$ cat config.mk
export PLATFORM = sky130hd
export DESIGN_NAME = secl_loader
export DESIGN_NICKNAME = d
export VERILOG_FILES = /design/src/rtl/secl_pkg.sv /design/src/rtl/secl_loader.sv
export SDC_FILE = /design/constraint.sdc
export NUM_CORES = 1
export LEC_CHECK = 0
export ABC_AREA = 1
export BUFFER_PORTS_ARGS = -buffer_cell sky130_fd_sc_hd__buf_2
export CORE_MARGIN = 2
export CORE_UTILIZATION = 40
export DETAILED_ROUTE_END_ITERATION = 7
export GPL_TIMING_DRIVEN = 1
export PLACE_DENSITY = 0.57
export SYNTH_ARGS = -nofsm -noshare
export SYNTH_HDL_FRONTEND = slang
export SYNTH_SLANG_ARGS = --single-unit
export TNS_END_PERCENT = 1
$ cat constraint.sdc
create_clock -name MCLK -period 3.73 [get_ports MCLK]
set_input_delay 0.9325 -clock MCLK [delete_from_list [all_inputs] [get_ports MCLK]]
set_output_delay 0.9325 -clock MCLK [all_outputs]
set_load 0.02 [all_outputs]
$ cat src/rtl/secl_pkg.sv
package secl_pkg;

    // clock and bus rates
    localparam int unsigned MCLK_HZ = 40_000_000;
    localparam int unsigned SLOW_HZ = 100_000;
    localparam int unsigned FAST_HZ = 400_000;
    // prescaler holds MCLK cycles per quarter bit, minus one
    localparam logic [7:0] PRESC_SLOW = 8'(MCLK_HZ / (4 * SLOW_HZ) - 1);
    localparam logic [7:0] PRESC_FAST = 8'(MCLK_HZ / (4 * FAST_HZ) - 1);

    // strap synchroniser depth before straps are trusted
    localparam logic [1:0] SYNC_CYCLES = 2'h2;
    // one bit per operating mode; set bits load from the eeprom
    localparam logic [15:0] EE_MODE_MASK = 16'hAAAA;
    // fixed upper bits 6:4 of the eeprom slave address
    localparam logic [2:0] SLAVE_FIXED = 3'h5;

    // register offsets (byte addresses)
    localparam logic [7:0] OFS_CTRL = 8'h00;
    localparam logic [7:0] OFS_STAT = 8'h04;
    localparam logic [7:0] OFS_SWITCH_CONTROL_REGISTER = 8'h08;
    // field positions
    localparam int unsigned CTRL_SKIP_BIT = 8;
    localparam int unsigned STAT_DONE_BIT = 0;
    localparam int unsigned STAT_CKS_BIT = 1;
    localparam int unsigned STAT_ROLL_BIT = 2;
    localparam int unsigned STAT_BLANK_BIT = 3;
    localparam int unsigned SWITCH_CONTROL_REGISTER_HALT_BIT = 0;
    // values after reset
    localparam logic [3:0] STAT_RESET = 4'h0;
    localparam logic SKIP_RESET = 1'b0;
    localparam logic HALT_RESET = 1'b0;

    // block type codes in byte 0 bits 7:6
    localparam logic [1:0] TYPE_SINGLE = 2'h0;
    localparam logic [1:0] TYPE_SEQ = 2'h1;
    localparam logic [1:0] TYPE_BAD = 2'h2;
    localparam logic [1:0] TYPE_DONE = 2'h3;

    localparam logic [7:0] CKSUM_GOOD = 8'hFF;
    localparam logic [7:0] BLANK_BYTE = 8'hFF;
    localparam logic [15:0] BLANK_LAST = 16'h00FF;
    localparam logic [15:0] ADDR_LAST = 16'hFFFF;

    typedef enum logic [3:0] {
        S_SYNC = 4'h0,
        S_IDLE = 4'h1,
        S_TYPE = 4'h2,
        S_AL = 4'h3,
        S_AH = 4'h4,
        S_CL = 4'h5,
        S_CH = 4'h6,
        S_DATA = 4'h7,
        S_CKSUM = 4'h8,
        S_BLANK = 4'h9
    } secl_state_type;

endpackage : secl_pkg

$ cat src/rtl/secl_loader.sv
// Functional notes
// RULE1 - loader is sole master, one request outstanding
// RULE2 - slow strap picks 100 KHz else 400 KHz
// RULE3 - load only in eeprom operating modes
// RULE4 - slave address straps 4:1, then 1,0,1
// RULE5 - read from byte zero until done/wrap
// RULE6 - wrap past 0xFFFF aborts, rollover and halt
// RULE7 - first 256 bytes 0xFF: blank, no halt
// RULE8 - block addresses are dword addresses
// RULE9 - each write is a whole 32-bit dword
// RULE10 - type 0x0: seven bytes, one dword
// RULE11 - single block byte layout, data LSB first
// RULE12 - byte address is dword address times four
// RULE13 - type 0x1: address, count, count dwords
// RULE14 - sequential data to consecutive dword addresses
// RULE15 - type 0x3 ends load, carries checksum
// RULE16 - byte sum must be 0xFF unless skipped
// RULE17 - type 0x2 aborts with checksum error, halt
// RULE18 - load complete flag on any ending
// RULE19 - write only after all four data bytes
// RULE20 - hold init until loader reaches idle
`timescale 1ns/1ps
`default_nettype none

module secl_loader (
    input wire logic MCLK,
    input wire logic RST_B,
    input wire logic PSEL,
    input wire logic PENABLE,
    input wire logic PWRITE,
    input wire logic [7:0] PADDR,
    input wire logic [31:0] PWDATA,
    output logic [31:0] PRDATA,
    output logic PREADY,
    output logic PSLVERR,
    input wire logic MASTER_SLOW_MODE_STRAP,
    input wire logic [3:0] SWITCH_OPERATING_MODE_STRAP,
    input wire logic [3:0] EEPROM_ADDRESS_STRAPS,
    output logic EE_REQ,
    output logic [6:0] EE_SLAVE_ADDR,
    output logic [15:0] EE_BYTE_ADDR,
    input wire logic EE_ACK,
    input wire logic [7:0] EE_DATA,
    output logic REG_WR,
    output logic [17:0] REG_ADDR,
    output logic [31:0] REG_WDATA,
    output logic INIT_HOLD,
    output logic [7:0] MASTER_CLOCK_PRESCALER
);

    function automatic logic is_fetch(input secl_pkg::secl_state_type s);
        is_fetch = (s != secl_pkg::S_SYNC) && (s != secl_pkg::S_IDLE);
    endfunction : is_fetch

    function automatic logic uses_ee(input logic [3:0] mode);
        uses_ee = secl_pkg::EE_MODE_MASK[mode];
    endfunction : uses_ee

    ////////////////////////////////////////////////////////////////////
    // strap synchroniser: stage one feeds stage two only
    logic [8:0] strap_s1;
    logic [8:0] strap_s2;
    logic slow_sync;
    logic [3:0] mode_sync;
    logic [3:0] eaddr_sync;

    always_ff @(posedge MCLK or negedge RST_B) begin
        if (!RST_B) begin
            strap_s1 <= 9'h000;
            strap_s2 <= 9'h000;
        end else begin
            strap_s1 <= {MASTER_SLOW_MODE_STRAP, SWITCH_OPERATING_MODE_STRAP,
                         EEPROM_ADDRESS_STRAPS};
            strap_s2 <= strap_s1;
        end
    end

    assign slow_sync = strap_s2[8];
    assign mode_sync = strap_s2[7:4];
    assign eaddr_sync = strap_s2[3:0];

    ////////////////////////////////////////////////////////////////////
    // loader
    secl_pkg::secl_state_type state, next_state;
    logic [1:0] sync_cnt, next_sync_cnt;
    logic [15:0] addr, next_addr;
    logic [15:0] dw, next_dw;
    logic [15:0] cnt, next_cnt;
    logic [23:0] data, next_data;
    logic [1:0] bidx, next_bidx;
    logic seq, next_seq;
    logic [7:0] cksum, next_cksum;
    logic [6:0] slave, next_slave;
    logic reg_wr, next_reg_wr;
    logic [17:0] reg_addr, next_reg_addr;
    logic [31:0] reg_wdata, next_reg_wdata;
    logic ee_req, next_ee_req;
    logic init_hold, next_init_hold;
    logic ev_strap, ev_done, ev_cks, ev_roll, ev_blank, ev_halt;
    logic skip;
    logic [7:0] sum;

    always_comb begin
        next_state = state;
        next_sync_cnt = sync_cnt;
        next_addr = addr;
        next_dw = dw;
        next_cnt = cnt;
        next_data = data;
        next_bidx = bidx;
        next_seq = seq;
        next_cksum = cksum;
        next_slave = slave;
        next_reg_wr = 1'b0;
        next_reg_addr = reg_addr;
        next_reg_wdata = reg_wdata;
        ev_strap = 1'b0;
        ev_cks = 1'b0;
        ev_roll = 1'b0;
        ev_blank = 1'b0;
        ev_halt = 1'b0;
        sum = 8'(cksum + EE_DATA);
        if (state == secl_pkg::S_SYNC) begin
            next_sync_cnt = 2'(sync_cnt + 2'h1);
            if (sync_cnt == secl_pkg::SYNC_CYCLES) begin
                ev_strap = 1'b1;
                // RULE4 slave address build
                next_slave = {secl_pkg::SLAVE_FIXED, eaddr_sync};
                // RULE3 mode gates loading
                if (uses_ee(mode_sync)) begin
                    // RULE5 start at byte zero
                    next_state = secl_pkg::S_TYPE;
                    next_addr = 16'h0000;
                    next_cksum = 8'h00;
                end else begin
                    next_state = secl_pkg::S_IDLE;
                end
            end
        end else if (is_fetch(state) && EE_ACK) begin
            next_addr = 16'(addr + 16'h0001);
            next_cksum = sum;
            case (state)
                secl_pkg::S_TYPE: begin
                    // RULE7 leading 0xFF starts blank check
                    if (addr == 16'h0000
                        && EE_DATA == secl_pkg::BLANK_BYTE) begin
                        next_state = secl_pkg::S_BLANK;
                    end else begin
                        case (EE_DATA[7:6])
                            // RULE10 single dword block
                            secl_pkg::TYPE_SINGLE: begin
                                next_seq = 1'b0;
                                next_state = secl_pkg::S_AL;
                            end
                            // RULE13 sequential block
                            secl_pkg::TYPE_SEQ: begin
                                next_seq = 1'b1;
                                next_state = secl_pkg::S_AL;
                            end
                            // RULE15 done block, checksum follows
                            secl_pkg::TYPE_DONE: begin
                                next_state = secl_pkg::S_CKSUM;
                            end
                            // RULE17 invalid type aborts
                            default: begin
                                ev_cks = 1'b1;
                                ev_halt = 1'b1;
                                next_state = secl_pkg::S_IDLE;
                            end
                        endcase
                    end
                end
                // RULE8 dword address low then high
                secl_pkg::S_AL: begin
                    next_dw = {dw[15:8], EE_DATA};
                    next_state = secl_pkg::S_AH;
                end
                secl_pkg::S_AH: begin
                    next_dw = {EE_DATA, dw[7:0]};
                    next_bidx = 2'h0;
                    next_state = seq ? secl_pkg::S_CL : secl_pkg::S_DATA;
                end
                // RULE13 count, low byte first
                secl_pkg::S_CL: begin
                    next_cnt = {cnt[15:8], EE_DATA};
                    next_state = secl_pkg::S_CH;
                end
                secl_pkg::S_CH: begin
                    next_cnt = {EE_DATA, cnt[7:0]};
                    if ({EE_DATA, cnt[7:0]} == 16'h0000) begin
                        next_state = secl_pkg::S_TYPE;
                    end else begin
                        next_state = secl_pkg::S_DATA;
                    end
                end
                secl_pkg::S_DATA: begin
                    // RULE11 data least significant byte first
                    next_data = {EE_DATA, data[23:8]};
                    next_bidx = 2'(bidx + 2'h1);
                    if (bidx == 2'h3) begin
                        // RULE19 write after fourth byte
                        // RULE9 whole dword written
                        next_reg_wr = 1'b1;
                        next_reg_wdata = {EE_DATA, data};
                        // RULE12 byte address from dword address
                        next_reg_addr = {dw, 2'b00};
                        // RULE14 consecutive dword addresses
                        next_dw = 16'(dw + 16'h0001);
                        next_cnt = 16'(cnt - 16'h0001);
                        if (!seq || cnt == 16'h0001) begin
                            next_state = secl_pkg::S_TYPE;
                        end
                    end
                end
                secl_pkg::S_CKSUM: begin
                    // RULE16 sum of all bytes must be 0xFF
                    if (sum != secl_pkg::CKSUM_GOOD && !skip) begin
                        ev_cks = 1'b1;
                        ev_halt = 1'b1;
                    end
                    next_state = secl_pkg::S_IDLE;
                end
                secl_pkg::S_BLANK: begin
                    // a non-blank byte behind a 0xFF type byte is a bad image
                    if (EE_DATA != secl_pkg::BLANK_BYTE) begin
                        ev_cks = 1'b1;
                        ev_halt = 1'b1;
                        next_state = secl_pkg::S_IDLE;
                    // RULE7 blank image, checksum ignored
                    end else if (addr == secl_pkg::BLANK_LAST) begin
                        ev_blank = 1'b1;
                        next_state = secl_pkg::S_IDLE;
                    end
                end
                default: begin
                    next_state = secl_pkg::S_IDLE;
                end
            endcase
            // RULE6 wrap past the last address aborts
            if (addr == secl_pkg::ADDR_LAST
                && next_state != secl_pkg::S_IDLE) begin
                ev_roll = 1'b1;
                ev_halt = 1'b1;
                next_state = secl_pkg::S_IDLE;
            end
        end
        // RULE18 every ending of a load
        ev_done = is_fetch(state) && next_state == secl_pkg::S_IDLE;
        // RULE1 next request only after an answer
        next_ee_req = is_fetch(next_state);
        // RULE20 hold until idle
        next_init_hold = next_state != secl_pkg::S_IDLE;
    end

    always_ff @(posedge MCLK or negedge RST_B) begin
        if (!RST_B) begin
            state <= secl_pkg::S_SYNC;
            sync_cnt <= 2'h0;
            addr <= 16'h0000;
            dw <= 16'h0000;
            cnt <= 16'h0000;
            data <= 24'h000000;
            bidx <= 2'h0;
            seq <= 1'b0;
            cksum <= 8'h00;
            slave <= 7'h00;
            reg_wr <= 1'b0;
            reg_addr <= 18'h00000;
            reg_wdata <= 32'h00000000;
            ee_req <= 1'b0;
            init_hold <= 1'b1;
        end else begin
            state <= next_state;
            sync_cnt <= next_sync_cnt;
            addr <= next_addr;
            dw <= next_dw;
            cnt <= next_cnt;
            data <= next_data;
            bidx <= next_bidx;
            seq <= next_seq;
            cksum <= next_cksum;
            slave <= next_slave;
            reg_wr <= next_reg_wr;
            reg_addr <= next_reg_addr;
            reg_wdata <= next_reg_wdata;
            ee_req <= next_ee_req;
            init_hold <= next_init_hold;
        end
    end

    assign EE_REQ = ee_req;
    assign EE_SLAVE_ADDR = slave;
    assign EE_BYTE_ADDR = addr;
    assign REG_WR = reg_wr;
    assign REG_ADDR = reg_addr;
    assign REG_WDATA = reg_wdata;
    assign INIT_HOLD = init_hold;

    ////////////////////////////////////////////////////////////////////
    // apb registers: zero wait states, read data latched in setup
    logic [7:0] presc, next_presc;
    logic next_skip;
    logic [3:0] stat, next_stat;
    logic halt, next_halt;
    logic [31:0] prdata, next_prdata;
    logic pslverr, next_pslverr;
    logic pready;
    logic setup, wr;
    logic [3:0] ev_vec;

    always_comb begin
        setup = PSEL && !PENABLE;
        wr = PSEL && PENABLE && PWRITE && pready && !pslverr;
        next_presc = presc;
        next_skip = skip;
        next_halt = halt;
        next_prdata = prdata;
        next_pslverr = pslverr && PSEL && PENABLE;
        ev_vec = 4'h0;
        ev_vec[secl_pkg::STAT_DONE_BIT] = ev_done;
        ev_vec[secl_pkg::STAT_CKS_BIT] = ev_cks;
        ev_vec[secl_pkg::STAT_ROLL_BIT] = ev_roll;
        ev_vec[secl_pkg::STAT_BLANK_BIT] = ev_blank;
        next_stat = stat;
        if (setup) begin
            next_pslverr = 1'b0;
            case (PADDR)
                secl_pkg::OFS_CTRL: next_prdata = {23'h000000, skip, presc};
                secl_pkg::OFS_STAT: next_prdata = {28'h0000000, stat};
                secl_pkg::OFS_SWITCH_CONTROL_REGISTER: next_prdata = {31'h00000000, halt};
                default: begin
                    next_prdata = 32'h00000000;
                    next_pslverr = 1'b1;
                end
            endcase
        end
        if (wr) begin
            case (PADDR)
                secl_pkg::OFS_CTRL: begin
                    next_presc = PWDATA[7:0];
                    next_skip = PWDATA[secl_pkg::CTRL_SKIP_BIT];
                end
                secl_pkg::OFS_STAT: next_stat = stat & ~PWDATA[3:0];
                secl_pkg::OFS_SWITCH_CONTROL_REGISTER: begin
                    next_halt = PWDATA[secl_pkg::SWITCH_CONTROL_REGISTER_HALT_BIT];
                end
                default: next_stat = stat;
            endcase
        end
        // RULE2 prescaler loaded from slow strap
        if (ev_strap) begin
            next_presc = slow_sync ? secl_pkg::PRESC_SLOW
                                   : secl_pkg::PRESC_FAST;
        end
        // hardware events win over a same-cycle clear
        next_stat = next_stat | ev_vec;
        next_halt = next_halt | ev_halt;
    end

    always_ff @(posedge MCLK or negedge RST_B) begin
        if (!RST_B) begin
            presc <= secl_pkg::PRESC_FAST;
            skip <= secl_pkg::SKIP_RESET;
            stat <= secl_pkg::STAT_RESET;
            halt <= secl_pkg::HALT_RESET;
            prdata <= 32'h00000000;
            pslverr <= 1'b0;
            pready <= 1'b0;
        end else begin
            presc <= next_presc;
            skip <= next_skip;
            stat <= next_stat;
            halt <= next_halt;
            prdata <= next_prdata;
            pslverr <= next_pslverr;
            pready <= 1'b1;
        end
    end

    assign PRDATA = prdata;
    assign PREADY = pready;
    assign PSLVERR = pslverr;
    assign MASTER_CLOCK_PRESCALER = presc;

    ////////////////////////////////////////////////////////////////////
    // checks
    a_strap_prescaler: assert property ( // RULE2
        @(posedge MCLK) disable iff (!RST_B)
        ev_strap |=> presc == (slow_sync ? secl_pkg::PRESC_SLOW
                                         : secl_pkg::PRESC_FAST))
        else $error("prescaler not loaded from slow strap");

    a_mode_idle: assert property ( // RULE3
        @(posedge MCLK) disable iff (!RST_B)
        ev_strap && !uses_ee(mode_sync)
        |=> state == secl_pkg::S_IDLE && !INIT_HOLD && !EE_REQ)
        else $error("loader active in a mode without eeprom");

    a_slave_fixed: assert property ( // RULE4
        @(posedge MCLK) disable iff (!RST_B)
        ev_strap |=> EE_SLAVE_ADDR == {3'h5, $past(eaddr_sync)})
        else $error("eeprom slave address wrong");

    a_first_byte: assert property ( // RULE5
        @(posedge MCLK) disable iff (!RST_B)
        ev_strap && uses_ee(mode_sync)
        |=> EE_REQ && EE_BYTE_ADDR == 16'h0000 && INIT_HOLD)
        else $error("load does not start at byte zero");

    a_wrap_abort: assert property ( // RULE6
        @(posedge MCLK) disable iff (!RST_B)
        EE_REQ && EE_ACK && EE_BYTE_ADDR == 16'hFFFF
        |=> state == secl_pkg::S_IDLE && !EE_REQ ##1 stat[0])
        else $error("address wrap did not end the load");

    a_blank_flag: assert property ( // RULE7
        @(posedge MCLK) disable iff (!RST_B)
        state == secl_pkg::S_BLANK && EE_ACK && EE_DATA == 8'hFF
        && addr == 16'h00FF
        |=> stat[3] && stat[0] && !INIT_HOLD && !halt)
        else $error("blank eeprom not flagged");

    a_write_aligned: assert property ( // RULE12
        @(posedge MCLK) disable iff (!RST_B)
        REG_WR |-> REG_ADDR[1:0] == 2'b00
        && REG_ADDR[17:2] == 16'($past(dw)))
        else $error("register address not dword based");

    a_write_after_four: assert property ( // RULE19
        @(posedge MCLK) disable iff (!RST_B)
        REG_WR |-> $past(state) == secl_pkg::S_DATA
        && $past(bidx) == 2'h3 && $past(EE_ACK))
        else $error("register write before four data bytes");

    a_bad_type: assert property ( // RULE17
        @(posedge MCLK) disable iff (!RST_B)
        state == secl_pkg::S_TYPE && EE_ACK && EE_DATA[7:6] == 2'h2
        && addr != 16'h0000
        |=> stat[1] && halt && state == secl_pkg::S_IDLE)
        else $error("type 0x2 not treated as an error");

    a_cksum_error: assert property ( // RULE16
        @(posedge MCLK) disable iff (!RST_B)
        state == secl_pkg::S_CKSUM && EE_ACK && !skip
        && 8'(cksum + EE_DATA) != 8'hFF
        |=> stat[1] && halt)
        else $error("checksum mismatch not flagged");

    a_done_flag: assert property ( // RULE18
        @(posedge MCLK) disable iff (!RST_B)
        is_fetch(state) ##1 state == secl_pkg::S_IDLE |-> stat[0])
        else $error("load complete flag missing");

endmodule : secl_loader

`default_nettype wire

==> flow_summary.toml <==
[synthesis]
yosysWarnings = 0
synth.distinct_cells = 49
syn-cell-area_sq_mm = 0.00887
ys_seq_area_share_pct = 51.4
ys_seq_elements = 182
async_reset_ff_share_pct = 100
postSynthAreaPerCell_sq_um = 8.35
synth_edf_count = 0
synthFlopType = "dfrtp_1"
syn_inst = 1063

[clocking]
cts_hold_buffers = 0
h-tree-depth = 4
root_buffer = "clkbuf_16"
cts_buffer_depth = 2
clock-sinks = 182
insertion_delay_ps = 440
cts_tree = "done"
ctsResizeCount = 0
clk_transition_reported_paths_ps = 80
postCtsSetupRepairBufs = 0
cts-buffers-inserted = 17

[power_and_ir_drop]
p_int_uw = 4460
combPwrFrac_pct = 34.9
switching_share_pct = 41.0
power.switching_uw = 3100
power.density_mw_per_mm2 = 732
clkPwrFrac_pct = 24.5
p_leak_uw = 0.00523
seq_power_share_pct = 40.7
vdd_drop_max_mv = 0.385

[timing]
rsz0062_at_grt = "false"
setup_viol = 0
worst_pin_slew_ps = 616
maxSlewViolCount = 0
final_hold_viol_count = 0
relSlewSlack_pct = 58.6
fmax_ghz = 0.387
fin_hold_ws_ps = 350
fin_skew_ps = 12.9
setup_tns_ps = 0
min_period_ps = 2580
fin_crit_sh_pct = 69.2

[cells_and_area]
fillers = 2188
areaGrowthSynthToFinish_pct = 16.4
drive_gt1_share_pct = 17.9
diodes = 0
seq_area_sq_mm = 0.00456
multiInputGateArea_sq_mm = 0.00357
nets = 1265
mostFrequentLayoutCells = "nand2_1 (247), dfrtp_1 (179), buf_2 (127)"
layout_commonest_cell = "nand2_1"

[route]
routed_wl_um = 21300
drtIter0Drc = 516
vias = 7125
wl_per_cell_um = 14.4
routed_via_density = 4.82
drtAntennaViolNets = 0
first_pass_iters = 5
drc_errors = 0

[critical_path]
crit_path_end = "halt$_DFF_PN0_"
crit_type = "input port to flop"
cp-startpoint = "EE_DATA[0]"
reg2reg_to = "dw[6]$_DFFE_PN0P_"
end_kind = "flop"
startpoint_type = "input port"
required_ps = 4040
worstRegToRegCells = 10
r2r-start = "state[0]$_DFF_PN0_"
r2r_slack_ps = 1390
crit_path_max_fanout = 7
cp_data_arrival_time_ps = 2900

[floorplanning]
chipHeight_um = 153
num_rows = 54
fp.coreArea_sq_mm = 0.0218
floorplan.initialDensity_pct = 40.6
die_w_um = 153
die-area_sq_mm = 0.0234
ios = 181

[job]
maxCapViolations = 0

[place]
globalplace.congestion = 0.871
dpl.hpwl_um = 15200
io_buffers = 128

[grt]
antenna_found_initial = 1
grtUsageTotal_pct = 19.0
first_global_vias = 6855
grt.overflow.total = 0
grt_pass1_wl_um = 35900
grt_max_degree = 73

[status]
run_status = "completed"

[hold_path]
hp-start = "strap_s1[4]$_DFF_PN0_"
hp-class = "flop to flop"
per-layer routing:
| layer | global-route usage (%) | up-vias | share of wire [%] | wire length, um |
|---|---|---|---|---|
| li1 | - | 3661 | - | - |
| met1 | 27.0 | 3279 | 49 | 10400 |
| met2 | 29.9 | 160 | 46 | 9810 |
| met3 | 3.46 | 23 | 3.9 | 835 |
| met4 | 5.20 | 2 | 1.5 | 323 |
| met5 | 0 | - | 0.061 | 13 |
cells in the mapped netlist (9+ instances only):
library cell,n,area [sq um]
a21oi_1,59,295
a22oi_1,16,120
buf_2,15,75.1
buf_4,28,210
clkbuf_1,13,48.8
dfrtp_1,179,4480
ha_1,15,188
inv_1,124,465
nand2_1,247,927
nand2_2,11,68.8
nand3_1,46,230
nand4_1,9,56.3
nor2_1,75,282
nor2_2,9,56.3
nor3_1,9,45.0
o21ai_0,94,470
o21ai_1,35,175
area by class of cell:
class                   instances  area share, %
flip-flops and latches        182           44.1
clock buffers                  17           4.12
well taps                     280           3.39
multi-input cells             714           34.5
clock inverters                15           1.84
inverters                     135           4.91
repair buffers                136           7.09
kinds of logic after synthesis:
logic type | Yosys count | synth area share [%]
buffers and inverters | 192 | 9.52
AOI/OAI and AO/OA | 239 | 15.0
DFF | 182 | 51.4
and+or+nand+nor | 421 | 20.6
adders and majority gates | 16 | 2.34
xor gates and xnor gates | 11 | 1.09
other | 2 | 0.0847
worst max-delay path: stages:
cell and delay [ps]:
buf_2 180, ha_1 250, fa_1 430, xor2_1 230, nand3_1 100, nor3_1 240
nand2_1 90, nor2_1 160, o21ai_0 110, nand2_1 100, nand3_1 70
worst min-delay path by stage:
stage	slack, ps	to	cells past startpoint
6_report	350	strap_s2[4]$_DFF_PN0_	0
5_1_grt	360	strap_s2[2]$_DFF_PN0_	0
4_1_cts	350	strap_s2[4]$_DFF_PN0_	0
3_5_place_dp	340	strap_s2[2]$_DFF_PN0_	0
3_3_place_gp	330	strap_s2[8]$_DFF_PN0_	0
2_1_floorplan	330	strap_s2[0]$_DFF_PN0_	0
registers in the layout, indices dropped and copies added (netlist names), 2 cells and up:
register / cells
REG_ADDR: 16
state: 4
strap_s1: 6
cksum: 8
strap_s2: 6
PRDATA: 9
REG_WDATA: 32
bidx: 2
MASTER_CLOCK_PRESCALER: 8
stat: 4
EE_BYTE_ADDR: 16
cnt: 16
dw: 16
sync_cnt: 2
EE_SLAVE_ADDR: 5
data: 24
power groups by stage:
stage	clock network, uW	logic (uW)	registers (uW)
2_1_floorplan	0	1550	3410
3_3_place_gp	0	2610	3100
3_5_place_dp	0	2650	3110
4_1_cts	1900	2670	3080
5_1_grt	1970	3010	3180
6_report	1850	2630	3080
per-stage QoR:
step	std cells	setup WS, ps	utilization, %	total power (uW)	cell area [sq um]
finish	1479	1150	47.3	7560	10300
global route	1479	1070	47.3	8160	10300
detailed placement	1447	763	44.5	5760	9710
global placement	1447	770	44.5	5710	9710
floorplan	1088	1290	-	4950	8960
CTS	1479	1220	47.3	7640	10300
No activity file was read; power rests on OpenSTA's default activity.
